==> src/rtl/spi_cmd_params.svh <==
// Frame positions, lengths and reset values of the serial command port
`ifndef SPI_CMD_PARAMS_SVH
`define SPI_CMD_PARAMS_SVH
`define FRAME_RW_LEN    7'd72
`define FRAME_ST_LEN    7'd40
`define POS_OPC_HI      7'd2
`define POS_ADDR_LAST   7'd32
`define POS_DATA_LAST   7'd64
`define POS_RD_STATUS   7'd40
`define POS_ST_STATUS   7'd8
`define SYNC_RESET      6'h24
`define DONE_RESET      1'b1
`define LAST_BE_RESET   4'hf
`define LAST_ADDR_RESET 24'h000000
`endif

==> src/rtl/spi_cmd_pkg.sv <==
// Types shared by the serial command port and its access engine
package spi_cmd_pkg;
  typedef enum logic [1:0] {
    OP_STATUS = 2'h0,
    OP_WRITE  = 2'h1,
    OP_READ   = 2'h2,
    OP_NOP    = 2'h3
  } opcode_t;
  typedef enum logic [1:0] {
    ENG_IDLE = 2'h1,
    ENG_BUSY = 2'h2
  } eng_state_t;
endpackage

==> src/rtl/access_if.sv <==
// Carrier between frame logic and access engine
interface access_if;
  import spi_cmd_pkg::*;
  logic        start;
  opcode_t     op;
  logic [3:0]  beN;
  logic [23:0] addr;
  logic [31:0] wdata;
  logic        done;
  opcode_t     lastOp;
  logic [3:0]  lastBeN;
  logic [23:0] lastAddr;
  logic [31:0] rdata;
  modport frame (output start, op, beN, addr, wdata,
                 input done, lastOp, lastBeN, lastAddr, rdata);
  modport engine (input start, op, beN, addr, wdata,
                  output done, lastOp, lastBeN, lastAddr, rdata);
endinterface

==> src/rtl/access_engine.sv <==
// Internal 32-bit access engine with previous-access record
`include "spi_cmd_params.svh"
module access_engine
  import spi_cmd_pkg::*;
(
  input  wire logic        mclk,      // System clock
  input  wire logic        reset,     // Synchronous reset
  access_if.engine         acc,       // From frame logic
  output logic             accReq,    // Access request level
  output logic             accWrite,  // Access is a write
  output logic [23:0]      accAddr,   // Word address
  output logic [3:0]       accBeN,    // Byte lane enables, low active
  output logic [31:0]      accWdata,  // Write data
  input  wire logic        accAck,    // Access finished
  input  wire logic [31:0] accRdata   // Read data
);
  eng_state_t state;
  wire launch = acc.start && state == ENG_IDLE &&
                (acc.op == OP_READ || acc.op == OP_WRITE);
  wire finish = state == ENG_BUSY && accAck;

  always_ff @(posedge mclk) begin
    if (reset) begin
      state        <= ENG_IDLE;
      accReq       <= 1'b0;
      accWrite     <= 1'b0;
      accAddr      <= `LAST_ADDR_RESET;
      accBeN       <= `LAST_BE_RESET;
      accWdata     <= 32'h00000000;
      acc.done     <= `DONE_RESET;
      acc.lastOp   <= OP_STATUS;
      acc.lastBeN  <= `LAST_BE_RESET;
      acc.lastAddr <= `LAST_ADDR_RESET;
      acc.rdata    <= 32'h00000000;
    end else if (launch) begin
      state        <= ENG_BUSY;
      accReq       <= 1'b1;
      accWrite     <= acc.op == OP_WRITE;
      accAddr      <= acc.addr;
      accBeN       <= acc.beN;
      accWdata     <= acc.wdata;
      acc.done     <= 1'b0;
      acc.lastOp   <= acc.op;
      acc.lastBeN  <= acc.beN;
      acc.lastAddr <= acc.addr;
    end else if (finish) begin
      state    <= ENG_IDLE;
      accReq   <= 1'b0;
      acc.done <= 1'b1;
      if (!accWrite) begin
        acc.rdata <= accRdata;
      end
    end
  end
endmodule

==> src/rtl/spi_cmd_port.sv <==
// Serial command port: frames SPI commands into 32-bit accesses
`include "spi_cmd_params.svh"
// Function
// - Opcode 10b decodes as 32-bit read
// - Echo previous opcode during opcode bits
// - Byte enables, lane 3 first, active low
// - Echo previous byte enables; status frames send zeros in bits 4-7
// - Address A24..A1 in bits 9-32
// - Echo previous address during address
// - Read status bit at position 40
// - Read data D31 first, bits 41-72
// - Pending read: 32 ignored bits, then poll
// - Read frame is 72 clocks
// - Status command starts no access
// - Opcode 00b decodes as status poll
// - Status frame: done flag at position 8
// - Status after read returns data 9-40
// - Status after write: 32 ignored bits
// - Status frame is 40 clocks
// - Opcode 01b write, data 33-64, status 72
// - Phase and polarity inputs set edges
// - Serial mode latched at reset release
module spi_cmd_port
  import spi_cmd_pkg::*;
(
  input  wire logic        mclk,                    // 10 MHz system clock
  input  wire logic        reset,                   // Synchronous, active high
  input  wire logic        spiClk,                  // Serial clock pin
  input  wire logic        spiMosi,                 // Serial data in
  input  wire logic        spiSelN,                 // Slave select, low active
  input  wire logic        serial_clock_invert_cfg, // Clock polarity pin
  input  wire logic        serial_clock_phase_cfg,  // Clock phase pin
  input  wire logic        interfaceSelN,           // Low at reset: serial mode
  output logic             spiMiso,                 // Serial data out
  output logic             spiMisoOe,               // Drive enable for spiMiso
  output logic             spiModeOn,               // Serial mode latched
  output logic             accReq,                  // Access request level
  output logic             accWrite,                // Access is a write
  output logic [23:0]      accAddr,                 // Word address
  output logic [3:0]       accBeN,                  // Byte lane enables
  output logic [31:0]      accWdata,                // Write data
  input  wire logic        accAck,                  // Access finished
  input  wire logic [31:0] accRdata                 // Read data
);
  access_if acc ();

  // Pin synchronisers, two stages, left running in reset so the mode pin is settled at release
  logic [5:0] pinMeta;
  logic [5:0] pinSync;
  wire  [5:0] pinRaw = {interfaceSelN, serial_clock_phase_cfg,
                        serial_clock_invert_cfg, spiSelN, spiMosi, spiClk};
  genvar g;
  generate
    for (g = 0; g < 6; g++) begin : g_sync
      always_ff @(posedge mclk) begin
        pinMeta[g] <= pinRaw[g];
        pinSync[g] <= pinMeta[g];
      end
    end
  endgenerate

  wire clkS   = pinSync[0];
  wire mosiS  = pinSync[1];
  wire selNS  = pinSync[2];
  wire invS   = pinSync[3];
  wire phaseS = pinSync[4];
  wire ifSelS = pinSync[5];

  // Mode capture at the first cycle after reset release
  logic released;
  always_ff @(posedge mclk) begin
    if (reset) begin
      released  <= 1'b0;
      spiModeOn <= 1'b0;
    end else if (!released) begin
      released  <= 1'b1;
      spiModeOn <= !ifSelS;
    end
  end

  // Edge finding on the effective clock
  logic effPrev;
  logic selPrev;
  wire  effClk    = clkS ^ invS;
  wire  selActive = spiModeOn && !selNS;
  wire  selFall   = selActive && !selPrev;
  wire  leadEdge  = selActive && effClk && !effPrev;
  wire  trailEdge = selActive && !effClk && effPrev;
  wire  sampleEv  = phaseS ? trailEdge : leadEdge;
  wire  shiftEv   = phaseS ? leadEdge : trailEdge;

  // Frame position counters
  logic [6:0]  inPos;
  logic [6:0]  outPos;
  logic [63:0] inShift;
  opcode_t     curOp;
  wire  [63:0] next_inShift = {inShift[62:0], mosiS};
  wire  [6:0]  next_inPos   = inPos + 7'd1;
  wire  [6:0]  next_outPos  = outPos + 7'd1;
  wire         inRoom       = inPos < `FRAME_RW_LEN;
  wire         outRoom      = outPos < `FRAME_RW_LEN;
  wire         doSample     = sampleEv && inRoom;
  wire         doShift      = shiftEv && outRoom && !selFall;
  wire         atOpc        = doSample && next_inPos == `POS_OPC_HI + 7'd1;
  wire         atAddr       = doSample && next_inPos == `POS_ADDR_LAST;
  wire         atData       = doSample && next_inPos == `POS_DATA_LAST;

  // Launch decode
  wire launchRd = atAddr && curOp == OP_READ;
  wire launchWr = atData && curOp == OP_WRITE;

  // Response words, bit 1 of the frame at the top
  wire [31:0] stData = acc.lastOp == OP_READ ? acc.rdata : 32'h00000000;
  wire [71:0] rdVec  = {1'b0, acc.lastOp, acc.lastBeN, 1'b0, acc.lastAddr,
                        7'h00, acc.done, acc.rdata};
  wire [71:0] wrVec  = {1'b0, acc.lastOp, acc.lastBeN, 1'b0, acc.lastAddr,
                        32'h00000000, 7'h00, acc.done};
  wire [71:0] stVec  = {1'b0, acc.lastOp, 4'h0, acc.done, stData,
                        32'h00000000};
  wire [71:0] nopVec = {1'b0, acc.lastOp, acc.lastBeN, 65'h0};
  wire [71:0] respVec = curOp == OP_READ   ? rdVec :
                        curOp == OP_WRITE  ? wrVec :
                        curOp == OP_STATUS ? stVec : nopVec;
  wire [6:0]  shiftIdx = `FRAME_RW_LEN - next_outPos;
  wire [6:0]  firstIdx = `FRAME_RW_LEN - 7'd1;
  wire        shiftBit = respVec[shiftIdx];
  wire        firstBit = respVec[firstIdx];

  always_ff @(posedge mclk) begin
    if (reset) begin
      effPrev <= 1'b0;
      selPrev <= 1'b0;
    end else begin
      effPrev <= effClk;
      selPrev <= selActive;
    end
  end

  always_ff @(posedge mclk) begin
    if (reset || !selActive || selFall) begin
      inPos   <= 7'd0;
      inShift <= 64'h0;
    end else if (doSample) begin
      inPos   <= next_inPos;
      inShift <= next_inShift;
    end
  end

  always_ff @(posedge mclk) begin
    if (reset) begin
      curOp <= OP_NOP;
    end else if (atOpc) begin
      curOp <= opcode_t'(next_inShift[1:0]);
    end
  end

  // Serial output; phase 0 presents bit 1 at select fall
  always_ff @(posedge mclk) begin
    if (reset || !selActive) begin
      outPos    <= 7'd0;
      spiMiso   <= 1'b0;
      spiMisoOe <= 1'b0;
    end else if (selFall) begin
      outPos    <= phaseS ? 7'd0 : 7'd1;
      spiMiso   <= phaseS ? 1'b0 : firstBit;
      spiMisoOe <= 1'b1;
    end else if (doShift) begin
      outPos    <= next_outPos;
      spiMiso   <= shiftBit;
    end
  end

  // Request capture towards the engine
  always_ff @(posedge mclk) begin
    if (reset) begin
      acc.start <= 1'b0;
      acc.op    <= OP_STATUS;
      acc.beN   <= `LAST_BE_RESET;
      acc.addr  <= `LAST_ADDR_RESET;
      acc.wdata <= 32'h00000000;
    end else begin
      acc.start <= launchRd || launchWr;
      acc.op    <= curOp;
      if (atAddr) begin
        acc.beN  <= next_inShift[28:25];
        acc.addr <= next_inShift[23:0];
      end
      if (atData) begin
        acc.wdata <= next_inShift[31:0];
      end
    end
  end

  access_engine u_engine (
    .mclk     (mclk),
    .reset    (reset),
    .acc      (acc),
    .accReq   (accReq),
    .accWrite (accWrite),
    .accAddr  (accAddr),
    .accBeN   (accBeN),
    .accWdata (accWdata),
    .accAck   (accAck),
    .accRdata (accRdata)
  );
endmodule

==> config.mk <==
export PLATFORM = sky130hd
export DESIGN_NAME = spi_cmd_port
export DESIGN_NICKNAME = d
export VERILOG_FILES = /design/src/rtl/spi_cmd_pkg.sv /design/src/rtl/access_if.sv /design/src/rtl/access_engine.sv /design/src/rtl/spi_cmd_port.sv
export VERILOG_INCLUDE_DIRS = /design/src /design/src/rtl
export SDC_FILE = /design/constraint.sdc
export NUM_CORES = 1
export LEC_CHECK = 0
export ABC_CLOCK_PERIOD_IN_PS = 3500
export BUFFER_PORTS_ARGS = -buffer_cell sky130_fd_sc_hd__buf_2
export CORE_AREA = 2 2 128 142
export CTS_CLUSTER_DIAMETER = 120
export DETAILED_ROUTE_END_ITERATION = 7
export DIE_AREA = 0 0 130 144
export HOLD_SLACK_MARGIN = 0.05
export PLACE_DENSITY = 0.74
export SLEW_MARGIN = 20
export SYNTH_ARGS = -nofsm -noshare
export SYNTH_HDL_FRONTEND = slang
export SYNTH_HIERARCHICAL = 1
export SYNTH_SLANG_ARGS = --single-unit
==> constraint.sdc <==
create_clock -name mclk -period 3.5 [get_ports mclk]
set_clock_uncertainty 0.05 [all_clocks]
set_input_delay 0.7 -clock mclk [delete_from_list [all_inputs] [get_ports mclk]]
set_output_delay 0.7 -clock mclk [all_outputs]
set_load 0.05 [all_outputs]
Yosys cells after proc, flatten, opt, wreduce, memory -nomap -nowiden
Cells that the tools add are included.
W data, S select, Z words.
- input port bits: 41
- word-level logic and storage cells: 107
- bits in registers: 227
- $lt $le $gt $ge: 3
- equal/unequal tests: 10
- multiplexer cells: 20
- reduce and logical (&&, ||, !) cells: 32
- $add $sub $neg: 3
- bitwise gates (word level): 3
- operators with widths (cell ; count):
    $mux W69 ; 3
    $mux W32 ; 1
    $logic_and A1 B1 Y1 ; 17
    $add A7 B1 Y7 const B ; 2
    $lt A7 B7 Y1 const B ; 2
    $mux W7 ; 2
    $mux W1 ; 11
    $eq A2 B2 Y1 const B ; 4
    $lt A7 B8 Y1 const B ; 1
    $bmux W1 S7 ; 1
    $eq A7 B2 Y1 const B ; 1
    $eq A7 B6 Y1 const B ; 1
    $eq A7 B7 Y1 const B ; 1
    $logic_not A1 Y1 ; 7
    $sub A7 B7 Y7 const A ; 1
    $eq A2 B1 Y1 const B ; 3
    $logic_or A1 B1 Y1 ; 4
    $mux W2 ; 2
    $reduce_bool A2 Y1 ; 2
    $reduce_and A3 Y1 ; 1
    $logic_not A2 Y1 ; 1
    $not A1 Y1 ; 2
    $xor A1 B1 Y1 ; 1

Logic depth before layout (Yosys ltp)
Gate-level depths: netlist (run 1).
- depth after elaboration: 9
- mapped depth: 11

Cells and area by module
The synthesis (run 1) kept the hierarchy.
- modules (own cells, without submodules) (module ; times used ; area an instance (sq um) ; cells an instance ; sequential area each (sq um)):
    spi_cmd_port ; 1 ; 5624.1 ; 579 ; 2562.5
    access_engine ; 1 ; 3683.5 ; 454 ; 1941.9

Worst setup path after synthesis (run 1)
OpenSTA, ideal clock, no wires.
- path type: flip-flop to flip-flop
- start: register outPos[1]
- end: register spiMiso
- setup time: 0.117 ns
- data arrival time: 2.453 ns
- buffers on the path: 2
- period minus slack after synthesis: 2.620 ns
- required time: 3.333 ns
- cell stages (with the launch flop): 9
- setup slack: 0.880 ns
- cell sequence: dfxtp_1 -> ha_1 -> buf_2 -> buf_1 -> mux4_2 -> mux4_2 -> nand3_1 -> o211ai_1 -> a32o_1
- longest elaborated chain between the ends: 6
- ends and longest elaborated chain (element ; line ; text):
    from (decl) ; spi_cmd_port.sv:94 ; logic [6:0] outPos;
    from (signal assigned) ; spi_cmd_port.sv:164 ; outPos <= phaseS ? 7'd0 : 7'd1;
    from (signal assigned) ; spi_cmd_port.sv:168 ; outPos <= next_outPos;
    $add A7 B1 Y7 ; spi_cmd_port.sv:99 ; wire [6:0] next_outPos = outPos + 7'd1;
    $sub A7 B7 Y7 (no line) ; -- ;
    $bmux W1 S7 ; spi_cmd_port.sv:126 ; wire shiftBit = respVec[shiftIdx];
    $mux W1 (implied by the code) ; spi_cmd_port.sv:126 ;
    $mux W1 ; spi_cmd_port.sv:167 ; end else if (doShift) begin
    $mux W1 ; spi_cmd_port.sv:163 ; end else if (selFall) begin
    to (signal assigned) ; spi_cmd_port.sv:165 ; spiMiso <= phaseS ? 1'b0 : firstBit;
    to (signal assigned) ; spi_cmd_port.sv:169 ; spiMiso <= shiftBit;
    to (decl) ; spi_cmd_port.sv:34 ; output logic spiMiso,
Several ways; a longest one is shown, not always the timed one. The select of a mux whose other input is x is not followed.
A chain may end at the register's enable or synchronous reset.

Worst setup path in the final report (run 1)
Ends and elaborated chain as after synthesis.

==> impl_results.md, run 1 <==
* Worst skew pair latency at ~0.50 ns
* Post-synth top area cell: dfxtp_1
* Yosys cell types at 59
* Critical path arrival at slightly below 3 ns
* Global-route wire length before repair at roughly 34 mm
* Root buf cell: clkbuf_16
* Pint at ~0.0040 W
* Xor/xnor share of the synthesized area at between 2 and 2.5%
* #FFs+latches synth at roughly 230
* Comb pwr share at under 10%
* Dpl cell area at ~9700 um^2
* Post-synth EDFFs at 0
* Buf/Inv on CP at 0
* Critical Path Source Type: register
* Hold Crit Start: spiSelN
* Routability cong. at between 0.8 and 0.9
* Reg2reg setup slack at between 0.8 and 0.9 ns
* Status: complete, no violations
* Die height at ~140 um
* WL/cell at 15.73 um
* Die area at roughly 19000 um^2
* Final setup vio count at 0
* Delay-heaviest family, CP: XOR/XNOR gates
* Post-DP HPWL at roughly 14 mm
* Share of cells above drive strength 1 at around 17%
* Clk slew on worst S/H paths at 0.06 ns
* Routed Antenna Nets at 0
* Worst r2r src: outPos[1]
* Leak at 3.623 nW
* Sink Count at about 230
* Crit Path Category: register to register
* Max Root-Sink Buffers at 3
* Area share of fa/ha/maj cells after synthesis at less than 1%
* Ant diodes at 0
* DR vias/cell at 5.415
* Syn_nets at 1078
* # IOs at between 100 and 150
* Max Cap Viol at 0
* Post_cts resized at 0
* Vias in the first global route at around 6700
* Synth Warn # at 6
* Post-CTS Setup Inserts at 0
* Fin area at roughly 10000 um^2
* Clock network power share at between 40% and 50%
* Asr flop ratio synth at 0%
* Post-synthesis cell count at 1033
* FP Rows at 51
* Pins Over Slew Limit at 0
* Synth Area in Simple Gates at 17.81%
* Largest family of logic cells by synthesized area: simple AND/OR/NAND/NOR gates
* GR Util All Layers at between 20 and 25%
* Hold/Removal Path Class: input port to register
* Peak supply drop at 0.0003665 V
* Starting density of the core at between 50 and 60%
* Worst Tran Pin Value at roughly 0.72 ns
* Complex-gate fraction of the synthesized area at ~11%
* Post-layout util at about three fifths
* Slew headroom at 51.70%
* Fmax at roughly 0.38 GHz
* First drt pass iteration count at 5
* Fin crit period at 2.630 ns
* Reg power frac at between 50% and 60%
* Worst EP required at ~3.9 ns
* Delay of the slowest critical-path stage at about 0.54 ns
* Grt ovf at 0
* Drt first-iter violations at 539
* Slowest cell on crit path: xnor2_1
* Drc violations at 0
* Number of fill cells in the layout at 1526
* Largest net degree at the start of global routing at 166
* Endpoints failing hold at 0
* Via count at just over 7000
* Cell Chain, Critical Path: ha_1, nand2b_1, a21oi_1, xnor2_1, mux4_2, nand3_1, o211ai_1, a32o_1
* Synth area leaders: dfxtp_1, mux2i_1, nand2_1, a21oi_1, nor2_1
* Setup TNS at 0 ns
* Nets@finish at between 1000 and 1500
* Switch share at roughly a fifth
* Initial antenna violation count at 0
* Mux contribution to synthesized area at between 10% and 20%
* RSZ-0062 raised after global routing: no
* Multi-input logic area at roughly 4200 um^2
* Post-synth top flop: dfxtp_1
* Hold Path Sink: pinMeta[2]
* Sequential-to-total area share from yosys stat at between 40% and 50%
* Reg2Reg Depth at 8
* Power per Cell Area at a little under 500 nW/um^2
* Switch Pwr at 0.001059 W
* Core area at 17420 um^2
* Top post-synthesis cells by count: dfxtp_1, nand2_1, nor2_1
* Critical-path maximum fanout at 9
* Yosys top cell area share at about 48%
* Mapped cell area at about 9300 um^2
* Routed WL at 20.94 mm
* CTS Buf Count at 23
* Worst Hold Depth at 1
* Reg2reg end: spiMiso
* Avg Cell Area, Syn at between 9 and 10 um^2
* Count leader, synth: dfxtp_1
* Layout area overhead at 11.95%
* CTS tree: yes
* Port buffer count at about 110
* Final period utilization at approximately 75%
* Die span in x at between 100 and 150 um
* Reg area at 4504 um^2
* H-Tree Level Count at 1
* CTS hold repair buffers at 0
* CP Capture Type: register
[power by group through the flow]
stage | Sequential (W) | Clock [W] | Combinational, W
floorplan | 0.00264 | 0 | 0.0000556
global placement | 0.00264 | 0 | 0.0000958
detailed placement | 0.00264 | 0 | 0.0000969
CTS | 0.00258 | 0.00241 | 0.0000972
global route | 0.00258 | 0.00252 | 0.000106
finish | 0.00258 | 0.00236 | 0.0000970
[metal layers]
metal / part of all wire (%) / wire length [um] / vias to the layer above / global-route usage, %
li1: - / - / 3563 / -
met1: 46 / 9656 / 3367 / 31.01
met2: 45 / 9376 / 229 / 34.42
met3: 6.1 / 1277 / 49 / 3.885
met4: 3.0 / 630 / 0 / 8.149
met5: 0 / 0 / - / 0
[worst reg2reg max path: cells and delay by family, from the launching register on]
family                     cells  cell delay (ns)
AOI/OAI and AO/OA              3             0.46
adders and majority gates      1             0.29
xor gates and xnor gates       1             0.54
DFF                            1             0.33
and+or+nand+nor                2             0.42
muxes                          1             0.42
[kinds of logic after synthesis]
group                    after synthesis
adder cells (fa/ha/maj)                4
multiplexers                         112
flip-flops                           225
XOR/XNOR                              22
AO/OA/AOI/OAI                        172
AND/OR/NAND/NOR                      390
buffers and inverters                108
[state kept, by name, indices dropped and copies added, names as in the netlist, 2 cells and up]
name                 flops
pinMeta                  6
acc.beN                  4
outPos                   7
u_engine/acc.lastOp      2
acc.op                   2
u_engine/acc.rdata      32
acc.addr                24
u_engine/accAddr        24
u_engine/accBeN          4
acc.wdata               32
curOp                    2
inShift                 31
u_engine/accWdata       32
inPos                    7
[worst max-delay path by stage]
stage / cells after the start / endpoint / start
after floorplan: 8 / spiMiso / outPos[1]
after global placement: 8 / spiMiso / outPos[1]
after detailed placement: 8 / acc.wdata[16] / invS
after CTS: 7 / inPos[5] / invS
after global routing: 8 / spiMiso / outPos[0]
final: 8 / spiMiso / outPos[1]
[cell usage in the layout (no fill, tap or decap), types with 2 or more instances in the layout]
| cell type | netlist | final |
|---|---|---|
| a221o_1 | 3 | 3 |
| nor3_1 | 17 | 17 |
| o32ai_1 | 2 | 2 |
| o211ai_1 | 2 | 2 |
| o22ai_1 | 7 | 7 |
| o21ai_0 | 10 | 10 |
| buf_4 | 32 | 15 |
| nand2_1 | 203 | 203 |
| ha_1 | 4 | 4 |
| clkinvlp_4 | 0 | 4 |
| a32o_1 | 3 | 3 |
| a31oi_1 | 2 | 2 |
| mux4_2 | 6 | 6 |
| nand3_1 | 7 | 7 |
| dfxtp_1 | 225 | 225 |
| nor2_1 | 119 | 119 |
| a21oi_1 | 108 | 108 |
| a22oi_1 | 3 | 3 |
| a221oi_1 | 11 | 11 |
| clkbuf_8 | 0 | 4 |
| inv_1 | 7 | 7 |
| mux2i_1 | 104 | 104 |
| nor4b_2 | 0 | 2 |
| or3_1 | 6 | 6 |
| nor3b_1 | 2 | 2 |
| clkbuf_1 | 32 | 3 |
| clkinv_2 | 0 | 4 |
| clkbuf_16 | 0 | 23 |
| mux2_2 | 2 | 2 |
| nand4_1 | 3 | 3 |
| xor2_1 | 8 | 8 |
| nor2b_1 | 10 | 10 |
| buf_2 | 20 | 104 |
| or2_2 | 3 | 3 |
| xnor2_1 | 14 | 14 |
| and3_1 | 4 | 4 |
| a21oi_2 | 7 | 7 |
| nand2b_1 | 4 | 4 |
[through the flow]
| stage | total power [W] | cells | hold WS, ns | setup slack (ns) |
|---|---|---|---|---|
| 2_1_floorplan | 0.002692 | 1033 | 0.2596 | 0.8796 |
| 3_3_place_gp | 0.002731 | 1290 | 0.2619 | 0.9496 |
| 3_5_place_dp | 0.002733 | 1290 | 0.2636 | 0.8863 |
| 4_1_cts | 0.005087 | 1331 | 0.2309 | 0.8883 |
| 5_1_grt | 0.005204 | 1331 | 0.2294 | 0.6637 |
| 6_report | 0.005038 | 1331 | 0.2428 | 0.8705 |
[layout make-up]
class | instances | area share [%]
Inverter | 7 | 0.2522
Clock inverter | 11 | 0.9366
Timing Repair Buffer | 120 | 6.268
Tap cell | 238 | 2.858
Sequential cell | 225 | 43.23
Clock buffer | 30 | 6.160
Multi-Input combinational cell | 700 | 40.30
Note: power is estimated with default switching activity, not from simulation.
==> run 2, diff against run 1 <==
- ABC_AREA: default -> 1
- ABC_CLOCK_PERIOD_IN_PS: 3500 -> 2600
- CORE_AREA: 2 2 128 142 -> 2 2 131 146
- DIE_AREA: 0 0 130 144 -> 0 0 133 148
- clock period: 3.5 -> 2.6 ns (I/O delays scaled with it)
==> run 2 against run 1 <==
Worst hold slack got worse by 0.17 ns. Synthesized cell count rose by 34%. Total power rose by 46%. Global-route usage rose by 1.8 points. Non-clock buffer count rose by 16. Core utilization rose by 1.8 points. Cell count rose by 28%. Setup slack got worse by 0.62 ns. Synthesized area rose by 5.5%. Critical path type unchanged. Sequential share of layout area fell by 2.9 points. Design area rose by 7.3%. Clock power rose by 54%. Largest cell class unchanged.
==> impl_results.md, run 2 <==
* DR vias/cell at 5.178 (-4.4%)
* Final period utilization at 90.37% (+15 points)
* Reg2reg end: acc.addr[0]
* Worst EP required at 2.98 ns (-0.87 ns)
* Clock network power share at 49.5% (+2.6 points)
* Status: complete, no violations
* CTS tree: yes
* Delay-heaviest family, CP: buffers and inverters
* Count leader, synth: nor2_1
* Power per Cell Area at 657.3 nW/um^2 (+36%)
* Worst Tran Pin Value at 0.9237 ns (+0.1992 ns)
* Switch share at 21.00% (about the same)
* RSZ-0062 raised after global routing: no
* Cell Chain, Critical Path: inv_2, nor2_4, inv_2, nor3_2, nand2_1, o21ai_1, inv_2, nor2_4, buf_4, inv_2, nor2_1, nand2_2, clkinv_2, o21ai_0, a21oi_1
* Hold/Removal Path Class: input port to register
* Buf/Inv on CP at 6 (+6)
* Comb pwr share at 3.3% (+1.4 points)
* Reg power frac at 47.2% (-4.0 points)
* Top post-synthesis cells by count: nor2_1, nand2_1, dfxtp_1
* Syn_nets at 1433 (+33%)
* Critical Path Source Type: register
* Sink Count at 225 (unchanged)
* Most frequent cells in the layout: nor2_1, nand2_1, dfxtp_1
* Synth area leaders: dfxtp_1, nor2_1, nand2_1, o21ai_0, nand3_1
* Synth Warn # at 6 (unchanged)
* CP Capture Type: register
* Grt ovf at 0 (unchanged)
* Endpoints failing hold at 0 (unchanged)
* FP Rows at 52 (+2.0%)
* Critical-path maximum fanout at 27 (+18)
* Setup TNS at 0 ns (unchanged)
* Post-synthesis cell count at 1388 (+34%)
* Avg Cell Area, Syn at 7.077 um^2 (-21%)
* Peak supply drop at 0.0005406 V (+47%)
* Post-synth top area cell: dfxtp_1
* Number of fill cells in the layout at 1637 (+7.3%)
* Core area at 18150 um^2 (+4.2%)
* Ant diodes at 0 (unchanged)
* Starting density of the core at 54.11% (+0.69 points)
* Critical path arrival at 2.73 ns (-0.25 ns)
* Global-route wire length before repair at 39.12 mm (+16%)
* # IOs at 106 (unchanged)
* GR Util All Layers at 23.96% (+1.8 points)
* Die height at 148 um (+2.8%)
* Pint at 0.005804 W (+46%)
* Reg2reg setup slack at 0.25 ns (-0.62 ns)
* Post-DP HPWL at 16.34 mm (+18%)
* First drt pass iteration count at 5 (unchanged)
* Fmax at 0.4256 GHz (+12%)
* Total power at 0.007346 W (+46%)
* Root buf cell: clkbuf_16
* Port buffer count at 105 (unchanged)
* Post-synth EDFFs at 0 (unchanged)
* Drc violations at 0 (unchanged)
* Via count at 8824 (+22%)
* Sequential-to-total area share from yosys stat at 45.85% (-2.5 points)
* Switch Pwr at 0.001543 W (+46%)
* Worst Hold Depth at 1 (unchanged)
* Fin crit period at 2.350 ns (-0.2800 ns)
* Routed WL at 23.89 mm (+14%)
* Layout area overhead at 13.78%
* Max Root-Sink Buffers at 3 (unchanged)
* Slew headroom at 38.35% (-13 points)
* Top flop regs: acc.wdata (32), u_engine/acc.rdata (32), u_engine/accWdata (32)
* Die span in x at 133 um (+2.3%)
* Commonest non-fill, non-tap cell in the layout: nor2_1
* Reg2Reg Depth at 15 (+7)
* Worst skew pair latency at 0.51 ns (about the same)
* Pins Over Slew Limit at 0 (unchanged)
* H-Tree Level Count at 1 (unchanged)
* Yosys cell types at 37 (-37%)
* Clk slew on worst S/H paths at 0.06 ns (about the same)
* CTS Buf Count at 23 (unchanged)
* Crit Path Category: register to register
* Routed Antenna Nets at 0 (unchanged)
* Delay of the slowest critical-path stage at 0.36 ns (-0.18 ns)
* Nets@finish at 1490 (+33%)
* Yosys top cell area share at 45.85% (-2.5 points)
* CP most frequent cell: inv_2
* Final hold slack at 0.06990 ns (-0.1729 ns)
* Max Cap Viol at 0 (unchanged)
* Slowest cell on crit path: dfxtp_1
* Initial antenna violation count at 0 (unchanged)
* Leak at 4.988 nW (+38%)
* Drt first-iter violations at 716 (+33%)
* Largest net degree at the start of global routing at 42 (-75%)
* Hold Path Sink: pinMeta[5]
* Hold Crit Start: interfaceSelN
* Die area at 19680 um^2 (+5.1%)
* Share of cells above drive strength 1 at 13.69% (-3.3 points)
* WL/cell at 14.02 um (-11%)
* Final setup vio count at 0 (unchanged)
* Mapped cell area at 9823 um^2 (+5.5%)
* Asr flop ratio synth at 0% (unchanged)
* Routability cong. at 0.8891 (-0.26%)
* #FFs+latches synth at 225 (unchanged)
* Post-synth top flop: dfxtp_1
* Vias in the first global route at 8120 (+21%)
* Worst r2r src: spiModeOn
## run 2: changes by cell type in the layout (fill, tap and decap cells not counted), moves of 11 or more
cell,change
nor2_1,+252
a21oi_1,-75
inv_1,+68
nand3b_1,+57
nor3_1,-13
mux2i_1,-104
nand2_1,+61
nand3_1,+82
a221oi_1,-11
o21ai_0,+86
## run 2: metal layers
metal  GRT usage, %  wire, um  vias to the layer above  part of all wire (%)
li1               -         -                     4474                     -
met1          29.93     10190                     4016                    43
met2          42.12     11670                      277                    49
met3          3.258      1241                       57                   5.2
met4          9.032       782                        0                   3.3
met5              0         0                        -                     0
## run 2: timing repair
item / 4_1_cts / 5_1_grt
hold buffers: 0 / 5
endpoints found under the setup margin: 0 / 29
setup buffers: 0 / 0
gates resized for setup: 0 / 3
endpoints found under the hold margin: 0 / 5
## run 2: final cells by class
type / count / area [um^2] / area share (%)
clock inverters: 13 / 198.9 / 1.780
repair buffers: 136 / 795.8 / 7.120
well taps: 243 / 304.0 / 2.720
multi-input cells: 972 / 4399 / 39.36
flip-flops and latches: 225 / 4504 / 40.30
inverters: 87 / 330.3 / 2.955
clock buffers: 28 / 644.4 / 5.765
## run 2: power by group through the flow
| stage | Sequential (W) | Combinational, W | Clock (W) |
|---|---|---|---|
| 2_1_floorplan | 0.00355 | 0.000151 | 0 |
| 3_3_place_gp | 0.00355 | 0.000232 | 0 |
| 3_5_place_dp | 0.00355 | 0.000234 | 0 |
| 4_1_cts | 0.00347 | 0.000237 | 0.00368 |
| 5_1_grt | 0.00347 | 0.000272 | 0.00383 |
| 6_report | 0.00347 | 0.000243 | 0.00363 |
## run 2: how the worst max path moves through the flow
| stage | start | to | slack [ns] | cells past startpoint |
|---|---|---|---|---|
| 6_report | spiModeOn | acc.addr[0] | 0.25 | 15 |
| 3_5_place_dp | inPos[0] | acc.wdata[26] | 0.19 | 9 |
| 2_1_floorplan | spiModeOn | acc.wdata[31] | 0.46 | 14 |
| 3_3_place_gp | inPos[0] | acc.wdata[2] | 0.28 | 9 |
| 4_1_cts | inPos[0] | acc.wdata[12] | 0.16 | 9 |
| 5_1_grt | spiModeOn | acc.addr[1] | 0.01 | 15 |
## run 2: cell families (layout without fill, tap and decap cells)
family / count (synthesis) / after routing / share of synthesized area, %
buffers and inverters: 191 / 264 / 9.438
DFF: 225 / 225 / 45.85
and+or+nand+nor: 810 / 810 / 35.26
adders and majority gates: 4 / 4 / 0.5095
AOI/OAI and AO/OA: 147 / 147 / 7.884
xor gates and xnor gates: 11 / 11 / 1.057
## run 2: per-stage QoR
stage	util (%)	instances	cell area, um^2	setup slack (ns)
after floorplan	-	1388	9823	0.4619
after global placement	56.60	1658	10270	0.2846
after detailed placement	56.60	1658	10270	0.1881
after CTS	61.25	1699	11120	0.1561
after global routing	61.57	1704	11180	0.01462
final	61.57	1704	11180	0.2504
==> run 3, diff against run 2 <==
- SETUP_SLACK_MARGIN: default -> 0.3
==> run 3 against run 2 <==
Die area stayed put. Count of clock-buffer cells in the layout stayed put. Sequential power hardly changed. Fmax is 4.7% higher. Via count hardly changed. Wire length is 0.69% higher. Global-route usage hardly changed. Cell count is 0.12% higher. Critical path type unchanged. Largest cell class unchanged.
==> impl_results.md, run 3 (same netlist as run 2, synthesis figures left out) <==
* Final period utilization at 86.32% (-4.0 points)
* Endpoints failing hold at 0 (unchanged)
* Sink Count at 225 (unchanged)
* Pins Over Slew Limit at 0 (unchanged)
* Fin area at 11320 um^2 (+1.3%)
* Critical path arrival at 2.59 ns (-0.14 ns)
* Critical Path Source Type: register
* Routed WL at 24.05 mm (+0.69%)
* Via count at 8818 (-0.068%)
* Worst EP required at 2.95 ns (-0.03 ns)
* FP Rows at 52 (unchanged)
* Routability cong. at 0.8891 (unchanged)
* Hold/Removal Path Class: input port to register
* Drc violations at 0 (unchanged)
* Crit Path Category: register to register
* Fin crit period at 2.244 ns (-0.1051 ns)
* Final setup vio count at 0 (unchanged)
* # IOs at 106 (unchanged)
* Root buf cell: clkbuf_16
* Global-route wire length before repair at 39.15 mm (about the same)
* Dpl cell area at 10270 um^2 (unchanged)
* Clk slew on worst S/H paths at 0.06 ns (about the same)
* Largest net degree at the start of global routing at 42 (unchanged)
* CP Capture Type: register
* Peak supply drop at 0.0005351 V (-1.0%)
* Cell Chain, Critical Path: xor2_2, buf_12, nor3_4, nand2_1, o21ai_2, inv_2, nor2_4, buf_6, inv_2, nor2_4, nand2_4, buf_12, o21ai_0, nor2_1
* Nets@finish at 1492 (+0.13%)
* Initial antenna violation count at 0 (unchanged)
* Critical-path maximum fanout at 22 (-19%)
* First drt pass iteration count at 6 (+1)
* Status: complete, no violations
* Delay of the slowest critical-path stage at 0.33 ns (-0.03 ns)
* Routed Antenna Nets at 0 (unchanged)
* Die span in x at 133 um (unchanged)
* CTS Buf Count at 23 (unchanged)
* Commonest non-fill, non-tap cell in the layout: nor2_1
* H-Tree Level Count at 1 (unchanged)
* Max Root-Sink Buffers at 3 (unchanged)
* Grt ovf at 0 (unchanged)
* Core area at 18150 um^2 (unchanged)
* Share of cells above drive strength 1 at 14.49% (+0.80 points)
* Final hold slack at 0.06942 ns (-0.0004857 ns)
* Worst skew pair latency at 0.51 ns (about the same)
* Leak at 5.047 nW (+1.2%)
* Final worst setup slack at 0.3556 ns (+0.1051 ns)
* Setup TNS at 0 ns (unchanged)
* Worst Tran Pin Value at 0.9371 ns (+0.01346 ns)
* Max Cap Viol at 0 (unchanged)
* Starting density of the core at 54.11% (unchanged)
* Die height at 148 um (unchanged)
* Vias in the first global route at 8119 (-0.012%)
* Power per Cell Area at 650.0 nW/um^2 (-1.1%)
* GR Util All Layers at 23.98% (about the same)
* RSZ-0062 raised after global routing: yes
* Slowest cell on crit path: dfxtp_1
* Total power at 0.007359 W (+0.17%)
* WL/cell at 14.10 um (+0.58%)
* DP Worst Slack at 0.1881 ns (unchanged)
* CTS tree: yes
* Most frequent cells in the layout: nor2_1, nand2_1, dfxtp_1
* Port buffer count at 105 (unchanged)
* Ant diodes at 0 (unchanged)
* Die area at 19680 um^2 (unchanged)
* Slew headroom at 37.46% (-0.90 points)
* Layout area overhead at 15.26%
* Drt first-iter violations at 792 (+11%)
* DR vias/cell at 5.169 (-0.19%)
* Top flop regs: acc.wdata (32), u_engine/acc.rdata (32), u_engine/accWdata (32)
* Post-DP HPWL at 16.34 mm (unchanged)
* Fmax at 0.4455 GHz (+4.7%)
## run 3: per-layer routing
layer / track usage (%) / vias to the layer above / routed length, um
li1: - / 4480 / -
met1: 29.98 / 4019 / 10260
met2: 42.23 / 266 / 11860
met3: 3.224 / 53 / 1188
met4: 8.871 / 0 / 750
met5: 0 / - / 0
## run 3: worst max-delay path: cells and delay by family (launching register included)
kind                   cells  cell delay (ns)
flip-flops                 1             0.33
XOR/XNOR                   1             0.20
AND/OR/NAND/NOR            6             0.62
buffers and inverters      5             0.62
AO/OA/AOI/OAI              2             0.29
## run 3: what timing repair did
action,CTS,global route
endpoints found under the setup margin,43,62
gates resized for setup,3,48
pin swaps,0,1
setup buffers,0,2
hold endpoints to repair,0,5
hold buffers,0,5
## run 3: through the flow
step	cells	utilization (%)
finish	1706	62.37
global route	1706	62.37
CTS	1699	61.31
detailed placement	1658	56.60
global placement	1658	56.60
floorplan	1388	-
## run 3: report_power, final
group	switching, W	total [W]	internal, W
combinational	0.000162	0.000254	0.0000922
clock	0.00138	0.00363	0.00226
sequential	0.00000841	0.00347	0.00346
## run 3: path summary, 6_finish.rpt
| check | start | to | slack, ns | cells after the start |
|---|---|---|---|---|
| setup / recovery | clkS | acc.addr[5] | 0.36 | 14 |
| hold reg to reg | pinMeta[4] | phaseS | 0.28 | 0 |
| setup reg to reg | clkS | acc.addr[5] | 0.36 | 14 |
| hold / removal | interfaceSelN | pinMeta[5] | 0.07 | 1 |
## run 3: final cells by class
cell class	instances	area, um^2
fillers	1609	6830
flip-flops and latches	225	4506
multi-input cells	972	4456
repair buffers	138	867.1
clock buffers	28	644.4
inverters	87	346.6
well taps	243	304.0
clock inverters	13	198.9
